## config.mk

```make
export PLATFORM = sky130hd
export DESIGN_NAME = sio_serial_port
export DESIGN_NICKNAME = d
export VERILOG_FILES = /design/src/sio_pkg.sv /design/src/sio_pin_sync.sv /design/src/sio_rx_fifo.sv /design/src/sio_serial_port.sv
export SDC_FILE = /design/constraint.sdc
export NUM_CORES = 1
export LEC_CHECK = 0
export CAP_MARGIN = 20
export CORE_ASPECT_RATIO = 0.5
export CORE_UTILIZATION = 66
export CTS_BUF_LIST = sky130_fd_sc_hd__clkbuf_8
export CTS_CLUSTER_DIAMETER = 40
export DETAILED_ROUTE_END_ITERATION = 12
export DONT_BUFFER_PORTS = 1
export PLACE_DENSITY = 0.87
export SLEW_MARGIN = 10
export SYNTH_ARGS = -nofsm -noshare
export SYNTH_HDL_FRONTEND = slang
export SYNTH_HIERARCHICAL = 1
export SYNTH_SLANG_ARGS = --single-unit
```

## constraint.sdc

```tcl
create_clock -name clk -period 3.41 [get_ports clk]
set_input_delay 0.682 -clock clk [delete_from_list [all_inputs] [get_ports clk]]
set_output_delay 0.682 -clock clk [all_outputs]
set_load 0.005 [all_outputs]
```

## src/sio_pkg.sv

```systemverilog
// Package: register map, field positions, reset values and timing counts of the serial port
package sio_pkg;

  // ------------------------------------------------------------
  // Register byte offsets (Avalon-MM, one aligned word each)
  // ------------------------------------------------------------
  localparam logic [5:0] OFF_RX_STATUS = 6'h00;
  localparam logic [5:0] OFF_RX_DATA = 6'h04;
  localparam logic [5:0] OFF_TX_STATUS = 6'h08;
  localparam logic [5:0] OFF_TX_DATA = 6'h0C;
  localparam logic [5:0] OFF_BAUD_LOW = 6'h10;
  localparam logic [5:0] OFF_BAUD_HIGH = 6'h14;
  localparam logic [5:0] OFF_BAUD_CTRL = 6'h18;
  localparam logic [5:0] OFF_FLAGS = 6'h1C;
  localparam logic [5:0] OFF_IRQ_EN = 6'h20;

  // ------------------------------------------------------------
  // Field positions
  // ------------------------------------------------------------
  // rx_status_reg
  localparam int RS_PORT_ENABLE = 7;
  localparam int RS_RX_NINE_BIT = 6;
  localparam int RS_SINGLE_RX = 5;
  localparam int RS_CONT_RX = 4;
  localparam int RS_ADDR_DETECT = 3;
  localparam int RS_FRAMING_ERR = 2;
  localparam int RS_OVERRUN_ERR = 1;
  localparam int RS_NINTH_DATA = 0;
  // tx_status_reg
  localparam int TS_CLOCK_SRC_MASTER = 7;
  localparam int TS_TX_NINE_BIT = 6;
  localparam int TS_TX_ENABLE = 5;
  localparam int TS_SYNC_SELECT = 4;
  localparam int TS_SHIFT_EMPTY = 1;
  localparam int TS_TX_NINTH_DATA = 0;
  // baud control
  localparam int BC_WIDE_DIVIDER = 3;
  localparam int BC_HIGH_SPEED = 1;
  localparam int BC_RX_POLARITY = 0;
  // flags and irq enables
  localparam int FL_RX_FLAG = 0;
  localparam int FL_TX_FLAG = 1;

  // ------------------------------------------------------------
  // Reset values
  // ------------------------------------------------------------
  localparam logic [7:0] RST_CTRL_BYTE = 8'h00;
  localparam logic RST_LINE_LEVEL = 1'b1;

  // ------------------------------------------------------------
  // Timing counts
  // ------------------------------------------------------------
  localparam logic [3:0] OVERSAMPLE_LAST = 4'hF;  // x16 sample ticks per bit
  localparam logic [3:0] HALF_BIT_LAST = 4'h7;    // start bit checked mid-bit
  localparam logic [1:0] PRESCALE_SLOW = 2'h3;    // /4 per tick, /64 per bit
  localparam logic [1:0] PRESCALE_FAST = 2'h0;    // /1 per tick, /16 per bit
  localparam logic [3:0] BITS_EIGHT = 4'h8;
  localparam logic [3:0] BITS_NINE = 4'h9;

  typedef enum logic [1:0] {RX_IDLE, RX_START, RX_DATA, RX_STOP} rx_state_e;

endpackage : sio_pkg

```

## src/sio_pin_sync.sv

```systemverilog
// Two-flop synchroniser for pin inputs
`timescale 1ns/1ps
module sio_pin_sync #(
  parameter int WIDTH = 2
) (
  input wire logic clk, // System clock
  input wire logic rstn, // Synchronous reset, active low
  input wire logic [WIDTH-1:0] async_in, // Pin levels
  output logic [WIDTH-1:0] sync_out // Synchronised levels
);
  import sio_pkg::*;

  logic [WIDTH-1:0] meta_ff;

  // High at reset, the receive line's idle level, so rx_pin shows no false edge on release
  for (genvar i = 0; i < WIDTH; i++) begin : g_bit
    always_ff @(posedge clk) begin
      if (!rstn) begin
        meta_ff[i] <= RST_LINE_LEVEL;
        sync_out[i] <= RST_LINE_LEVEL;
      end else begin
        meta_ff[i] <= async_in[i];
        sync_out[i] <= meta_ff[i];
      end
    end
  end

endmodule : sio_pin_sync

```

## src/sio_rx_fifo.sv

```systemverilog
// Small receive FIFO built from registers
`timescale 1ns/1ps
module sio_rx_fifo #(
  parameter int WIDTH = 10,
  parameter int DEPTH = 2
) (
  input wire logic clk, // System clock
  input wire logic rstn, // Synchronous reset, active low
  input wire logic push, // Write one entry
  input wire logic [WIDTH-1:0] push_data, // Entry to write
  input wire logic pop, // Drop head entry
  output logic [WIDTH-1:0] head_data, // Head entry, from storage flops
  output logic empty, // No entry held
  output logic full // All entries held
);
  localparam int PW = (DEPTH > 1) ? $clog2(DEPTH) : 1;
  localparam logic [PW:0] DEPTH_CNT = (PW+1)'(DEPTH);
  localparam logic [PW-1:0] PTR_LAST = PW'(DEPTH - 1);

  logic [WIDTH-1:0] mem_ff [DEPTH];
  logic [PW-1:0] wr_ptr_ff;
  logic [PW-1:0] rd_ptr_ff;
  logic [PW:0] count_ff;
  logic do_push;
  logic do_pop;

  assign empty = (count_ff == '0);
  assign full = (count_ff == DEPTH_CNT);
  assign do_push = push & ~full;
  assign do_pop = pop & ~empty;
  assign head_data = mem_ff[rd_ptr_ff];

  always_ff @(posedge clk) begin
    if (do_push) begin
      mem_ff[wr_ptr_ff] <= push_data;
    end
  end

  always_ff @(posedge clk) begin
    if (!rstn) begin
      wr_ptr_ff <= '0;
      rd_ptr_ff <= '0;
      count_ff <= '0;
    end else begin
      if (do_push) begin
        wr_ptr_ff <= (wr_ptr_ff == PTR_LAST) ? '0 : wr_ptr_ff + 1'b1;
      end
      if (do_pop) begin
        rd_ptr_ff <= (rd_ptr_ff == PTR_LAST) ? '0 : rd_ptr_ff + 1'b1;
      end
      if (do_push && !do_pop) begin
        count_ff <= count_ff + 1'b1;
      end else if (do_pop && !do_push) begin
        count_ff <= count_ff - 1'b1;
      end
    end
  end

endmodule : sio_rx_fifo

```

## src/sio_serial_port.sv

```systemverilog
// Serial port: asynchronous receiver with two-deep FIFO and synchronous slave transmitter
// ------------------------------------------------------------
// Overview of operation
// ------------------------------------------------------------
//
// The implementer's own choices: register access over Avalon-MM and the register addresses.
`timescale 1ns/1ps
module sio_serial_port (
  input wire logic clk, // System clock, 20 MHz
  input wire logic rstn, // Synchronous reset, active low
  input wire logic [5:0] avs_address, // Avalon byte address
  input wire logic avs_read, // Avalon read request
  input wire logic avs_write, // Avalon write request
  input wire logic [31:0] avs_writedata, // Avalon write data
  input wire logic [3:0] avs_byteenable, // Avalon byte enables
  output logic [31:0] avs_readdata, // Avalon read data
  output logic avs_waitrequest, // Avalon wait request
  input wire logic rx_pin, // Asynchronous receive line
  input wire logic shift_clock_pin, // External shift clock in slave mode
  output logic tx_data_out, // Synchronous transmit data
  output logic tx_data_oe, // Transmit data pin drive enable
  output logic irq_req, // Peripheral interrupt request
  output logic wake_req // Wake request from transmit flag
);
  import sio_pkg::*;
  // ------------------------------------------------------------
  // Control registers
  // ------------------------------------------------------------
  logic port_enable_ff, rx_nine_bit_ff, single_rx_enable_ff, cont_rx_enable_ff, addr_detect_enable_ff;
  logic clock_source_master_ff, tx_nine_bit_ff, tx_enable_ff, sync_select_ff, tx_ninth_data_ff;
  logic wide_divider_sel_ff, high_speed_sel_ff, rx_polarity_invert_ff, rx_irq_enable_ff, tx_irq_enable_ff;
  logic [7:0] baud_div_low_ff, baud_div_high_ff;
  logic [31:0] readdata_ff, rd_mux;
  logic rd_pend_ff, wr_byte0, rd_accept, rx_pop, tx_write;
  // Receive side state
  logic [1:0] line_sync, pre_cnt_ff, pre_lim;
  logic rx_line, rx_prev_ff, rx_allowed, tick16, rx_done, rx_framing_error, rx_keep, overrun_error_ff;
  rx_state_e rx_state_ff;
  logic [3:0] tick_cnt_ff, bit_cnt_ff, rx_bits;
  logic [8:0] rx_shift_reg_ff, rx_assembled;
  logic [15:0] div_cnt_ff, div_val;
  logic [9:0] fifo_head;
  logic fifo_empty, fifo_full, rx_flag;
  // Transmit side state
  logic sck_s, sck_prev_ff, sck_fall, tx_slave, tx_hold_full_ff, tx_load, tx_flag, tx_out_ff;
  logic [7:0] tx_data_reg_ff;
  logic [8:0] tx_shift_reg_ff;
  logic [3:0] tx_left_ff;
  // ------------------------------------------------------------
  // Avalon-MM slave
  // ------------------------------------------------------------
  // Reads take one wait cycle so read data always come from a flop
  assign avs_waitrequest = avs_read & ~rd_pend_ff;
  assign rd_accept = avs_read & rd_pend_ff;
  assign avs_readdata = readdata_ff;
  assign wr_byte0 = avs_write & avs_byteenable[0];
  assign rx_pop = rd_accept & (avs_address == OFF_RX_DATA);
  assign tx_write = wr_byte0 & (avs_address == OFF_TX_DATA);

  always_ff @(posedge clk) begin
    if (!rstn) begin
      rd_pend_ff <= 1'b0;
      readdata_ff <= 32'h00000000;
    end else begin
      rd_pend_ff <= avs_read & ~rd_pend_ff;
      if (avs_read && !rd_pend_ff) begin
        readdata_ff <= rd_mux;
      end
    end
  end
  always_comb begin
    rd_mux = 32'h00000000;
    unique case (avs_address)
      OFF_RX_STATUS: begin
        rd_mux[RS_PORT_ENABLE] = port_enable_ff;
        rd_mux[RS_RX_NINE_BIT] = rx_nine_bit_ff;
        rd_mux[RS_SINGLE_RX] = single_rx_enable_ff;
        rd_mux[RS_CONT_RX] = cont_rx_enable_ff;
        rd_mux[RS_ADDR_DETECT] = addr_detect_enable_ff;
        rd_mux[RS_FRAMING_ERR] = ~fifo_empty & fifo_head[9];
        rd_mux[RS_OVERRUN_ERR] = overrun_error_ff;
        rd_mux[RS_NINTH_DATA] = ~fifo_empty & fifo_head[8];
      end
      OFF_RX_DATA: rd_mux[7:0] = fifo_empty ? 8'h00 : fifo_head[7:0];
      OFF_TX_STATUS: begin
        rd_mux[TS_CLOCK_SRC_MASTER] = clock_source_master_ff;
        rd_mux[TS_TX_NINE_BIT] = tx_nine_bit_ff;
        rd_mux[TS_TX_ENABLE] = tx_enable_ff;
        rd_mux[TS_SYNC_SELECT] = sync_select_ff;
        rd_mux[TS_SHIFT_EMPTY] = (tx_left_ff == 4'h0);
        rd_mux[TS_TX_NINTH_DATA] = tx_ninth_data_ff;
      end
      OFF_BAUD_LOW: rd_mux[7:0] = baud_div_low_ff;
      OFF_BAUD_HIGH: rd_mux[7:0] = baud_div_high_ff;
      OFF_BAUD_CTRL: begin
        rd_mux[BC_WIDE_DIVIDER] = wide_divider_sel_ff;
        rd_mux[BC_HIGH_SPEED] = high_speed_sel_ff;
        rd_mux[BC_RX_POLARITY] = rx_polarity_invert_ff;
      end
      OFF_FLAGS: begin
        rd_mux[FL_RX_FLAG] = rx_flag;
        rd_mux[FL_TX_FLAG] = tx_flag;
      end
      OFF_IRQ_EN: begin
        rd_mux[FL_RX_FLAG] = rx_irq_enable_ff;
        rd_mux[FL_TX_FLAG] = tx_irq_enable_ff;
      end
      default: rd_mux = 32'h00000000;
    endcase
  end
  always_ff @(posedge clk) begin
    if (!rstn) begin
      {port_enable_ff, rx_nine_bit_ff, single_rx_enable_ff, cont_rx_enable_ff, addr_detect_enable_ff} <= 5'h00;
      {clock_source_master_ff, tx_nine_bit_ff, tx_enable_ff, sync_select_ff, tx_ninth_data_ff} <= 5'h00;
      {wide_divider_sel_ff, high_speed_sel_ff, rx_polarity_invert_ff} <= 3'h0;
      {rx_irq_enable_ff, tx_irq_enable_ff} <= 2'h0;
      baud_div_low_ff <= RST_CTRL_BYTE;
      baud_div_high_ff <= RST_CTRL_BYTE;
    end else if (wr_byte0) begin
      unique case (avs_address)
        OFF_RX_STATUS: begin
          port_enable_ff <= avs_writedata[RS_PORT_ENABLE];
          rx_nine_bit_ff <= avs_writedata[RS_RX_NINE_BIT];
          single_rx_enable_ff <= avs_writedata[RS_SINGLE_RX];
          cont_rx_enable_ff <= avs_writedata[RS_CONT_RX];
          addr_detect_enable_ff <= avs_writedata[RS_ADDR_DETECT];
        end
        OFF_TX_STATUS: begin
          clock_source_master_ff <= avs_writedata[TS_CLOCK_SRC_MASTER];
          tx_nine_bit_ff <= avs_writedata[TS_TX_NINE_BIT];
          tx_enable_ff <= avs_writedata[TS_TX_ENABLE];
          sync_select_ff <= avs_writedata[TS_SYNC_SELECT];
          tx_ninth_data_ff <= avs_writedata[TS_TX_NINTH_DATA];
        end
        OFF_BAUD_LOW: baud_div_low_ff <= avs_writedata[7:0];
        OFF_BAUD_HIGH: baud_div_high_ff <= avs_writedata[7:0];
        OFF_BAUD_CTRL: begin
          wide_divider_sel_ff <= avs_writedata[BC_WIDE_DIVIDER];
          high_speed_sel_ff <= avs_writedata[BC_HIGH_SPEED];
          rx_polarity_invert_ff <= avs_writedata[BC_RX_POLARITY];
        end
        OFF_IRQ_EN: begin
          rx_irq_enable_ff <= avs_writedata[FL_RX_FLAG];
          tx_irq_enable_ff <= avs_writedata[FL_TX_FLAG];
        end
        default: ;
      endcase
    end
  end
  // ------------------------------------------------------------
  // Pin synchronisers
  // ------------------------------------------------------------
  sio_pin_sync #(.WIDTH(2)) u_sync (
    .clk(clk),
    .rstn(rstn),
    .async_in({shift_clock_pin, rx_pin}),
    .sync_out(line_sync)
  );
  assign rx_line = line_sync[0] ^ rx_polarity_invert_ff;
  assign sck_s = line_sync[1];
  // ------------------------------------------------------------
  // Baud tick generator
  // ------------------------------------------------------------
  // Both fast selections use /1; one clock per x16 tick is the shortest available, with a fast selection and a divider of 0
  assign div_val = wide_divider_sel_ff ? {baud_div_high_ff, baud_div_low_ff} : {8'h00, baud_div_low_ff};
  assign pre_lim = (high_speed_sel_ff | wide_divider_sel_ff) ? PRESCALE_FAST : PRESCALE_SLOW;
  assign tick16 = (pre_cnt_ff == pre_lim) && (div_cnt_ff == div_val);
  // Restarted on every start edge so samples sit in phase with the character
  always_ff @(posedge clk) begin
    if (!rstn || rx_state_ff == RX_IDLE) begin
      pre_cnt_ff <= 2'h0;
      div_cnt_ff <= 16'h0000;
    end else if (pre_cnt_ff != pre_lim) begin
      pre_cnt_ff <= pre_cnt_ff + 2'h1;
    end else begin
      pre_cnt_ff <= 2'h0;
      div_cnt_ff <= (div_cnt_ff == div_val) ? 16'h0000 : div_cnt_ff + 16'h0001;
    end
  end
  // ------------------------------------------------------------
  // Receive framing
  // ------------------------------------------------------------
  assign rx_allowed = port_enable_ff & ~sync_select_ff & cont_rx_enable_ff & ~overrun_error_ff;
  assign rx_bits = rx_nine_bit_ff ? BITS_NINE : BITS_EIGHT;
  assign rx_assembled = rx_nine_bit_ff ? rx_shift_reg_ff : {1'b0, rx_shift_reg_ff[8:1]};
  assign rx_done = (rx_state_ff == RX_STOP) && tick16 && (tick_cnt_ff == OVERSAMPLE_LAST);
  assign rx_framing_error = ~rx_line;
  // In nine-bit mode, address detect drops characters whose ninth bit is clear
  assign rx_keep = ~(addr_detect_enable_ff & rx_nine_bit_ff & ~rx_assembled[8]);
  always_ff @(posedge clk) begin
    if (!rstn) begin
      rx_prev_ff <= RST_LINE_LEVEL;
      rx_state_ff <= RX_IDLE;
      tick_cnt_ff <= 4'h0;
      bit_cnt_ff <= 4'h0;
      rx_shift_reg_ff <= 9'h000;
    end else begin
      rx_prev_ff <= rx_line;
      if (!rx_allowed) begin
        rx_state_ff <= RX_IDLE;
      end else begin
        unique case (rx_state_ff)
          RX_IDLE: begin
            tick_cnt_ff <= 4'h0;
            if (rx_prev_ff && !rx_line) begin
              rx_state_ff <= RX_START;
            end
          end
          RX_START: if (tick16) begin
            if (tick_cnt_ff == HALF_BIT_LAST) begin
              tick_cnt_ff <= 4'h0;
              bit_cnt_ff <= 4'h0;
              rx_state_ff <= rx_line ? RX_IDLE : RX_DATA; // Glitch rejected mid-start
            end else begin
              tick_cnt_ff <= tick_cnt_ff + 4'h1;
            end
          end
          RX_DATA: if (tick16) begin
            if (tick_cnt_ff == OVERSAMPLE_LAST) begin
              tick_cnt_ff <= 4'h0;
              rx_shift_reg_ff <= {rx_line, rx_shift_reg_ff[8:1]};
              bit_cnt_ff <= bit_cnt_ff + 4'h1;
              if (bit_cnt_ff == rx_bits - 4'h1) begin
                rx_state_ff <= RX_STOP;
              end
            end else begin
              tick_cnt_ff <= tick_cnt_ff + 4'h1;
            end
          end
          RX_STOP: if (tick16) begin
            tick_cnt_ff <= tick_cnt_ff + 4'h1;
            if (tick_cnt_ff == OVERSAMPLE_LAST) begin
              rx_state_ff <= RX_IDLE;
            end
          end
        endcase
      end
    end
  end
  // Set wins over the clear; the enable must be dropped to leave overrun
  always_ff @(posedge clk) begin
    if (!rstn) begin
      overrun_error_ff <= 1'b0;
    end else if (rx_done && rx_keep && fifo_full) begin
      overrun_error_ff <= 1'b1;
    end else if (!cont_rx_enable_ff) begin
      overrun_error_ff <= 1'b0;
    end
  end
  sio_rx_fifo #(.WIDTH(10), .DEPTH(2)) u_rx_fifo (
    .clk(clk),
    .rstn(rstn),
    .push(rx_done & rx_keep & ~fifo_full),
    .push_data({rx_framing_error, rx_assembled}),
    .pop(rx_pop),
    .head_data(fifo_head),
    .empty(fifo_empty),
    .full(fifo_full)
  );
  assign rx_flag = ~fifo_empty;
  // ------------------------------------------------------------
  // Synchronous slave transmitter
  // ------------------------------------------------------------
  // Shifts on falling edges of the external shift clock, detected through the synchroniser on the system clock
  assign tx_slave = port_enable_ff & sync_select_ff & ~clock_source_master_ff & tx_enable_ff;
  assign sck_fall = sck_prev_ff & ~sck_s;
  assign tx_load = tx_slave & tx_hold_full_ff & (tx_left_ff == 4'h0);
  assign tx_flag = ~tx_hold_full_ff;

  always_ff @(posedge clk) begin
    if (!rstn) begin
      tx_data_reg_ff <= 8'h00;
      tx_hold_full_ff <= 1'b0;
    end else if (tx_write) begin
      tx_data_reg_ff <= avs_writedata[7:0];
      tx_hold_full_ff <= 1'b1;
    end else if (tx_load) begin
      tx_hold_full_ff <= 1'b0;
    end
  end

  // Data changes on the falling shift clock edge so the master samples on the rising one
  always_ff @(posedge clk) begin
    if (!rstn) begin
      sck_prev_ff <= RST_LINE_LEVEL;
      tx_shift_reg_ff <= 9'h000;
      tx_left_ff <= 4'h0;
      tx_out_ff <= 1'b0;
    end else begin
      sck_prev_ff <= sck_s;
      if (!tx_slave) begin
        tx_left_ff <= 4'h0;
      end else if (tx_load) begin
        tx_shift_reg_ff <= {tx_ninth_data_ff, tx_data_reg_ff};
        tx_out_ff <= tx_data_reg_ff[0];
        tx_left_ff <= tx_nine_bit_ff ? BITS_NINE : BITS_EIGHT;
      end else if (sck_fall && tx_left_ff != 4'h0) begin
        tx_left_ff <= tx_left_ff - 4'h1;
        if (tx_left_ff != 4'h1) begin
          tx_shift_reg_ff <= {1'b0, tx_shift_reg_ff[8:1]};
          tx_out_ff <= tx_shift_reg_ff[1];
        end
      end
    end
  end

  assign tx_data_out = tx_out_ff;
  assign tx_data_oe = tx_slave;

  // ------------------------------------------------------------
  // Interrupt and wake requests
  // ------------------------------------------------------------
  assign irq_req = (rx_flag & rx_irq_enable_ff) | (tx_flag & tx_irq_enable_ff);
  assign wake_req = tx_flag & tx_irq_enable_ff & tx_slave;

endmodule : sio_serial_port

```

==> results of run 1 <==
[critical path, cell delays in order, from the launching register on]
cell and delay, ns:
dfxtp_1 0.64, nand3_1 0.15, a2bb2oi_2 0.17, a211oi_4 0.30, nand4_4 0.17, or4_1 0.57
nor2_1 0.17, inv_1 0.09, nor2_1 0.11, ha_1 0.26, or3_1 0.37, a21oi_1 0.13
[cell usage after synthesis (11+ instances only)]
cell | instances | share of area [%]
dfxtp_1 | 111 | 34
nor2_1 | 47 | 2.7
mux2_2 | 22 | 3.8
clkbuf_1 | 21 | 1.2
buf_4 | 25 | 2.9
edfxtp_1 | 20 | 9.2
inv_1 | 14 | 0.80
xnor2_1 | 27 | 3.6
mux2i_1 | 60 | 9.2
nand2_1 | 66 | 3.8
nor3_1 | 14 | 1.1
nor2b_1 | 49 | 4.7
and2_1 | 12 | 1.1
nand3_1 | 19 | 1.5
o21ai_0 | 22 | 1.7
nand4_1 | 11 | 1.1
[through the flow]
| stage | hold WS, ns | setup slack [ns] | area (sq um) | instances | power [uW] |
|---|---|---|---|---|---|
| final | 0.317 | 0.183 | 6970 | 821 | 3080 |
| after global routing | 0.298 | 0.0275 | 6970 | 821 | 3170 |
| after CTS | 0.301 | 0.226 | 6970 | 821 | 3090 |
| after detailed placement | 0.399 | 0.245 | 6540 | 789 | 1670 |
| after global placement | 0.388 | 0.312 | 6540 | 789 | 1670 |
| after floorplan | 0.386 | 0.627 | 6620 | 700 | 1700 |
[cell type report]
cell class,instances,area (sq um)
Sequential cell,131,2820
Multi-Input combinational cell,501,3440
Tap cell,135,169
Timing Repair Buffer,8,60.1
Fill cell,665,2570
Inverter,14,52.6
Clock inverter,15,198
Clock buffer,17,234
[sequential cells by signal (all words and copies together), names as in the netlist, 8 cells and up, named ones only]
| name | count |
|---|---|
| rx_shift_reg_ff | 9 |
| avs_readdata | 8 |
| u_rx_fifo/mem_ff | 20 |
| baud_div_low_ff | 8 |
| tx_data_reg_ff | 8 |
| baud_div_high_ff | 8 |
| tx_shift_reg_ff | 9 |
| div_cnt_ff | 16 |
[power groups by stage]
| stage | clock network (uW) | registers, uW | logic, uW |
|---|---|---|---|
| finish | 1450 | 1580 | 55.8 |
| global placement | 0 | 1610 | 53.6 |
| detailed placement | 0 | 1610 | 54.9 |
| global route | 1530 | 1580 | 62.9 |
| CTS | 1460 | 1580 | 55.3 |
| floorplan | 0 | 1610 | 85.4 |
[metal layers]
metal  vias to the layer above  track usage, %  part of all wire, %
met5                         -               0                    0
met4                         0            13.6                  1.7
met3                        20            7.85                  5.3
met2                       149            47.0                   47
met1                      2344            37.8                   46
li1                       2322               -                    -
[cell families (layout without fill, tap and decap cells)]
group / count (synthesis) / in the layout
xor gates and xnor gates: 36 / 36
DFF: 131 / 131
and+or+nand+nor: 263 / 263
AOI/OAI and AO/OA: 87 / 87
muxes: 84 / 84
adders and majority gates: 7 / 7
other: 1 / 24
buffers and inverters: 68 / 54
[worst paths after layout]
kind	from	slack, ns	to
max reg2reg	wide_divider_sel_ff$_SDFFE_PN0P_	0.18	u_rx_fifo/count_ff[1]$_SDFFE_PN0P_
min	rstn	0.32	u_sync/meta_ff[0]$_SDFF_PN1_
max	wide_divider_sel_ff$_SDFFE_PN0P_	0.18	u_rx_fifo/count_ff[1]$_SDFFE_PN0P_
min reg2reg	u_sync/meta_ff[1]$_SDFF_PN1_	0.41	u_sync/sync_out[1]$_SDFF_PN1_
==> impl_metrics.yaml, run 1 <==
die:
  initial_utilization_pct: 68.5
  core_area_sq_um: 9540
  die-height_um: 72.3
  dieArea_sq_um: 10300
  row_count: 25
  dieWidth_um: 143
  ios: 85
detailed_routing:
  viasPerCell: 5.89
  wl_per_cell_um: 17.3
  drc_errors: 0
  first_pass_iters: 5
  drt_iter0_drc: 447
  routed_wl_um: 14200
  vias: 4835
  postRouteAntennaNets: 0
timing:
  clock_skew_ns: 0.0132
  fin_setup_tns_ns: 0
  rsz0062_at_grt: "false"
  post-route-period-util_pct: 94.6
  maxSlewViolCount: 0
  setup-violations-final: 0
  worst_pin_slew_ns: 0.803
  hold_viol_final: 0
  maxSlewHeadroom_pct: 46.4
  clock.fmax_ghz: 0.310
  finalCriticalPeriod_ns: 3.23
worst_setup_path:
  start_kind: "flop"
  r2r_cells: 11
  end_kind: "flop"
  path_class: "flop to flop"
  cp_max_fo: 14
  crit_required_ns: 3.78
  cp_data_arrival_time_ns: 3.60
logic_synthesis:
  synth.area.mux_share_pct: 13.7
  synth_compound_area_share_pct: 9.87
  synthArstFlopShare_pct: 0
  postSynthAreaPerCell_sq_um: 9.65
  synth-simple-area-share_pct: 21.6
  synth_seq_area_share_pct: 43.2
  synth_top_family_by_area: "simple AND/OR/NAND/NOR gates"
  synth_fa_ha_area_share_pct: 1.34
  synthDistinctLibCells: 64
  ys.flop_type: "dfxtp_1"
  synthCells: 677
  ys_warn_count: 6
  synth_xor_area_share_pct: 4.83
  synth_edf_count: 20
  synth_area_sq_um: 6530
  ys_ff_latch: 131
global_route:
  grt_pass1_wl_um: 22800
  grtUsageTotal_pct: 29.4
  grt_overflow_total: 0
  grt_pass1_vias: 4584
  grt_max_degree: 99
  antenna_found_initial: 0
pwr:
  p_leak_uw: 0.00252
  vdd_drop_max_mv: 0.299
  internal-power_uw: 2450
  pwr-share-clk_pct: 47.0
  swShare_pct: 20.4
  p_sw_uw: 630
  pwr-share-seq_pct: 51.2
  comb_power_share_pct: 1.8
  p_per_area_nw_per_um2: 442
clock_tree:
  cts_buffer_depth: 2
  htreeDepth: 4
  clock_latency_ns: 0.44
  cts_buffers: 17
  clock-sinks: 131
  postCtsResizedCells: 0
  path_clk_slew_ns: 0.07
  root_buffer: "clkbuf_8"
  cts_tree: "done"
  cts_setup_buffers: 0
  holdBufCountCts: 0
hold_path:
  whs_path_depth: 1
  hold_path.class: "input pin to flop"
placement:
  gp_congestion: 0.835
  dp_hpwl_um: 9700
  io_buffers: 0
cells_and_area:
  synthToLayoutAreaGrowth_pct: 6.78
  antenna_cells: 0
  final_cell_mix: "111 x dfxtp_1, 66 x nand2_1, 60 x mux2i_1"
  final_util_pct: 73.1
  nets: 728
  final_common_cell: "dfxtp_1"
  drive_gt1_share_pct: 10.2
outcome:
  status: "finished clean"
run:
  cap_violations: 0
No activity file was read; power rests on OpenSTA's default activity.
==> inputs of run 2 (changes only) <==
clock period = 3.9 ns   (was 3.41 ns; I/O delays follow)
==> run 2 against run 1 <==
Worst hold slack gained 0.091 ns. Wire length shrank 4.4%. Register-to-register slack gained 0.35 ns. Core utilization shrank 0.73 points. Critical path type unchanged. Critical endpoint unchanged.
==> impl_metrics.yaml, run 2 (same netlist as run 1, synthesis figures left out) <==
outcome:
  status: "finished clean"
worst_setup_path:
  path_class: "flop to flop"
  slowest_delay_ns: 0.65
  crit_required_ns: 4.28
  cp_max_fo: 14
  path_cells: "nand3_1 -> a2bb2oi_2 -> a211oi_4 -> nand4_4 -> or4_1 -> nor2_1 -> inv_1 -> nor2_1 -> ha_1 -> or3_1 -> a21oi_1"
  start_kind: "flop"
  crit_buf_inv: 1
  cp_data_arrival_time_ns: 3.75
  critical-path-top-delay-family: "simple AND/OR/NAND/NOR gates"
  end_kind: "flop"
  crit_path_top_delay_cell: "dfxtp_1"
  cpMostUsedCell: "nor2_1"
die:
  ios: 85
  dieArea_sq_um: 10300
  row_count: 25
  core_area_sq_um: 9540
  die-height_um: 72.3
  initial_utilization_pct: 68.5
  dieWidth_um: 143
clock_tree:
  root_buffer: "clkbuf_8"
  cts_tree: "done"
  cts_setup_buffers: 0
  cts_buffer_depth: 2
  path_clk_slew_ns: 0.08
  holdBufCountCts: 0
  cts_buffers: 17
  postCtsResizedCells: 0
  clock-sinks: 131
  clock_latency_ns: 0.45
  htreeDepth: 4
cells_and_area:
  final_common_cell: "dfxtp_1"
  antenna_cells: 0
  synthToLayoutAreaGrowth_pct: 5.71
  drive_gt1_share_pct: 10.8
  nets: 726
  reg_top3: "u_rx_fifo/mem_ff: 20 flops, div_cnt_ff: 16 flops"
  regMostFlops: "u_rx_fifo/mem_ff"
  largest_reg_flops: 20
  final_cell_mix: "111 x dfxtp_1, 66 x nand2_1, 60 x mux2i_1"
  instances_no_fill: 819
  fillCellCount: 666
timing:
  clock_skew_ns: 0.0121
  rsz0062_at_grt: "false"
  maxSlewHeadroom_pct: 38.4
  hold_viol_final: 0
  maxSlewViolCount: 0
  post-route-period-util_pct: 86.2
  finalCriticalPeriod_ns: 3.36
  clock.fmax_ghz: 0.297
  setup-violations-final: 0
  fin_setup_tns_ns: 0
  worst_pin_slew_ns: 0.917
global_route:
  grt_pass1_vias: 4441
  grt_overflow_total: 0
  grt_pass1_wl_um: 22100
  grtUsageTotal_pct: 28.3
  grt_max_degree: 99
  antenna_found_initial: 0
detailed_routing:
  first_pass_iters: 5
  routed_wl_um: 13600
  viasPerCell: 5.84
  vias: 4784
  drt_iter0_drc: 370
  postRouteAntennaNets: 0
  drc_errors: 0
  wl_per_cell_um: 16.6
pwr:
  p_per_area_nw_per_um2: 367
  p_leak_uw: 0.00247
  vdd_drop_max_mv: 0.258
placement:
  dp_hpwl_um: 9240
  placedCellCount: 786
  io_buffers: 0
  gp_congestion: 0.835
run:
  cap_violations: 0
hold_path:
  hold_path.class: "input pin to flop"
## run 2: cell types whose count changed in the layout (fill, tap and decap cells not counted)
cell,previous run,this run
clkinv_2,2,1
inv_1,17,14
clkinv_4,0,3
bufinv_16,5,1
clkbuf_2,0,1
clkinvlp_4,2,3
clkinv_1,3,0
buf_4,8,5
inv_6,0,7
## run 2: final timing paths
path | from | end | slack (ns) | cells after the start
hold / removal | rstn | u_sync/meta_ff[0]$_SDFF_PN1_ | 0.41 | 1
setup / recovery | wide_divider_sel_ff$_SDFFE_PN0P_ | u_rx_fifo/count_ff[1]$_SDFFE_PN0P_ | 0.54 | 11
hold reg to reg | u_sync/meta_ff[1]$_SDFF_PN1_ | u_sync/sync_out[1]$_SDFF_PN1_ | 0.41 | 1
setup reg to reg | wide_divider_sel_ff$_SDFFE_PN0P_ | u_rx_fifo/count_ff[1]$_SDFFE_PN0P_ | 0.54 | 11
## run 2: final cells by class
class / instances / area (sq um) / area share [%]
Clock buffer: 17 / 234 / 3.39
Clock inverter: 15 / 145 / 2.10
Inverter: 14 / 52.6 / 0.761
Multi-Input combinational cell: 501 / 3440 / 49.8
Sequential cell: 131 / 2820 / 40.9
Tap cell: 135 / 169 / 2.45
Timing Repair Buffer: 6 / 42.5 / 0.616
## run 2: per-layer routing
metal  global-route usage [%]  share of wire (%)  vias to the layer above  wire length, um
met5                        0                  0                        -                0
li1                         -                  -                     2332                -
met3                     8.05                6.1                       22              831
met2                     45.6                 47                      157             6390
met1                     36.1                 45                     2273             6100
met4                     11.6                1.7                        0              237
## run 2: stage by stage
stage	worst slack [ns]	power, uW	util, %	hold slack (ns)	instance area (sq um)
after floorplan	1.12	1480	-	0.386	6620
after global placement	0.698	1460	68.3	0.389	6520
after detailed placement	0.625	1460	68.3	0.393	6520
after CTS	0.580	2550	72.3	0.386	6900
after global routing	0.356	2620	72.4	0.381	6900
final	0.538	2540	72.4	0.408	6900
## run 2: where the power goes
group          internal, uW  leakage [uW]  switching, uW  total (uW)
sequential             1370       0.00108           5.01        1380
combinational          24.4       0.00121           23.9        48.4
clock                   518      0.000185            591        1110
## run 2: worst reg2reg max path: cells and delay by family (launching register included)
kind	cells	cell delay, ns
AOI/OAI and AO/OA	3	0.65
adders and majority gates	1	0.26
buffers and inverters	1	0.09
DFF	1	0.65
and+or+nand+nor	6	1.65
==> inputs of run 3 (changes only) <==
CORE_UTILIZATION = 43   (was 66)
PLACE_DENSITY = 0.63   (was 0.87)
RECOVER_POWER = 100   (was unset)
==> run 3 against run 2 <==
First-iteration DRC count decreased by 3.8%. Combinational power increased by 2%. Sequential share of layout area decreased by 0.24 points. Critical endpoint is now u_rx_fifo/mem_ff[0][5]$_DFFE_PP_. Global-route usage decreased by 9.7 points. Die area increased by 52%. Highest routed layer unchanged. Critical path type unchanged. Clock skew increased by 0.0048 ns. Wire length increased by 2.1%.
==> impl_metrics.yaml, run 3 (same netlist as run 1, synthesis figures left out) <==
hold_path:
  hold_path.class: "input pin to flop"
  whs_path_depth: 1
detailed_routing:
  postRouteAntennaNets: 0
  vias: 4622
  viasPerCell: 5.25
  drc_errors: 0
  first_pass_iters: 5
  drt_iter0_drc: 356
  wl_per_cell_um: 15.7
  routed_wl_um: 13800
timing:
  setup-violations-final: 0
  maxSlewViolCount: 0
  post-route-period-util_pct: 87.2
  fin_setup_tns_ns: 0
  hold_viol_final: 0
  worst_pin_slew_ns: 1.26
  clock_skew_ns: 0.0169
  maxSlewHeadroom_pct: 15.1
  rsz0062_at_grt: "false"
  finalCriticalPeriod_ns: 3.40
  clock.fmax_ghz: 0.294
worst_setup_path:
  start_kind: "flop"
  worst_r2r_endpoint: "u_rx_fifo/mem_ff[0][5]$_DFFE_PP_"
  endpoint: "u_rx_fifo/mem_ff[0][5]$_DFFE_PP_"
  crit_start: "wide_divider_sel_ff$_SDFFE_PN0P_"
  critical-path-top-delay-family: "simple AND/OR/NAND/NOR gates"
  regToRegSetupSlack_ns: 0.50
  path_cells: "nor2_1 -> mux2i_4 -> nand4_4 -> or4_1 -> nor2_1 -> inv_1 -> nor3_1 -> clkbuf_1"
  crit_path_top_delay_cell: "or4_1"
  cp_max_fo: 14
  crit_required_ns: 3.99
  cp_num_cells: 8
  r2r_cells: 8
  end_kind: "flop"
  r2r-start: "wide_divider_sel_ff$_SDFFE_PN0P_"
  slowest_delay_ns: 0.63
  path_class: "flop to flop"
  cp_data_arrival_time_ns: 3.49
  crit_buf_inv: 2
  cpMostUsedCell: "nor2_1"
clock_tree:
  cts_buffer_depth: 2
  cts_buffers: 17
  path_clk_slew_ns: 0.08
  cts_tree: "done"
  clock-sinks: 131
  holdBufCountCts: 0
  htreeDepth: 4
  postCtsResizedCells: 0
  root_buffer: "clkbuf_8"
  clock_latency_ns: 0.45
  cts_setup_buffers: 0
cells_and_area:
  reg_top3: "u_rx_fifo/mem_ff: 20 flops, div_cnt_ff: 16 flops"
  regMostFlops: "u_rx_fifo/mem_ff"
  ff_latch_area_sq_um: 2820
  final_cell_mix: "111 x dfxtp_1, 66 x nand2_1, 60 x mux2i_1"
  nets: 724
  multiInputGateArea_sq_um: 3410
  design_area_sq_um: 6950
  final_util_pct: 47.4
  drive_gt1_share_pct: 8.94
  final_common_cell: "dfxtp_1"
  antenna_cells: 0
  fillCellCount: 1380
  instances_no_fill: 880
  largest_reg_flops: 20
  synthToLayoutAreaGrowth_pct: 6.34
pwr:
  pwr-share-clk_pct: 44.6
  vdd_drop_max_mv: 0.199
  p_sw_uw: 649
  pwr-share-seq_pct: 53.5
  internal-power_uw: 1930
  p_per_area_nw_per_um2: 371
  p_leak_uw: 0.00245
  swShare_pct: 25.2
  comb_power_share_pct: 1.9
global_route:
  grt_max_degree: 99
  grt_overflow_total: 0
  grtUsageTotal_pct: 18.6
  antenna_found_initial: 0
  grt_pass1_vias: 4248
  grt_pass1_wl_um: 22400
die:
  row_count: 31
  core_area_sq_um: 14700
  initial_utilization_pct: 44.5
  ios: 85
  dieWidth_um: 176
  die-height_um: 89.1
  dieArea_sq_um: 15700
placement:
  placedCellCount: 848
  dp_hpwl_um: 9620
  gp_congestion: 0.804
  dpl-instance-area_sq_um: 6590
  io_buffers: 0
run:
  cap_violations: 0
outcome:
  status: "finished clean"
-- run 3: cell count changes in the layout (fill, tap and decap cells not counted), sizes merged --
cell,delta
clkinv,-3
clkbuf,+2
buf,-4
inv,+3
-- run 3: area by class of cell --
| cell class | instances | share of cell area [%] |
|---|---|---|
| repair buffers | 4 | 0.270 |
| well taps | 198 | 3.57 |
| flip-flops and latches | 131 | 40.6 |
| clock buffers | 17 | 3.37 |
| multi-input cells | 501 | 49.1 |
| clock inverters | 15 | 2.25 |
| inverters | 14 | 0.757 |
-- run 3: metrics by stage --
step / worst slack [ns] / hold slack, ns / power, uW
finish: 0.498 / 0.412 / 2580
detailed placement: 0.574 / 0.396 / 1460
global placement: 0.644 / 0.388 / 1460
CTS: 0.553 / 0.378 / 2610
global route: 0.223 / 0.395 / 2670
floorplan: 1.12 / 0.386 / 1480
-- run 3: worst register-to-register path, cell delays in order (launching register included) --
cell	delay, ns
dfxtp_1	0.45
nor2_1	0.32
mux2i_4	0.48
nand4_4	0.22
or4_1	0.63
nor2_1	0.18
inv_1	0.08
nor3_1	0.16
clkbuf_1	0.52
-- run 3: worst min path at each step --
stage | startpoint | end
after detailed placement | u_sync/meta_ff[0]$_SDFF_PN1_ | u_sync/sync_out[0]$_SDFF_PN1_
after CTS | rstn | rx_prev_ff$_SDFF_PN1_
final | rstn | u_sync/meta_ff[0]$_SDFF_PN1_
after global placement | u_sync/meta_ff[0]$_SDFF_PN1_ | u_sync/sync_out[0]$_SDFF_PN1_
after global routing | rstn | rx_prev_ff$_SDFF_PN1_
after floorplan | u_sync/meta_ff[0]$_SDFF_PN1_ | u_sync/sync_out[0]$_SDFF_PN1_
-- run 3: layer usage --
layer | GRT usage (%) | wire [um] | up-vias
met4 | 7.19 | 129 | 0
li1 | - | - | 2314
met3 | 3.91 | 614 | 10
met2 | 29.3 | 6180 | 101
met5 | 0 | 0 | -
met1 | 25.2 | 6910 | 2197
-- run 3: power groups by stage --
stage | Clock [uW] | Sequential (uW) | Combinational (uW)
CTS | 1180 | 1380 | 50.7
detailed placement | 0 | 1410 | 50.5
global placement | 0 | 1410 | 49.7
floorplan | 0 | 1410 | 74.7
finish | 1150 | 1380 | 49.5
global route | 1240 | 1380 | 56.0
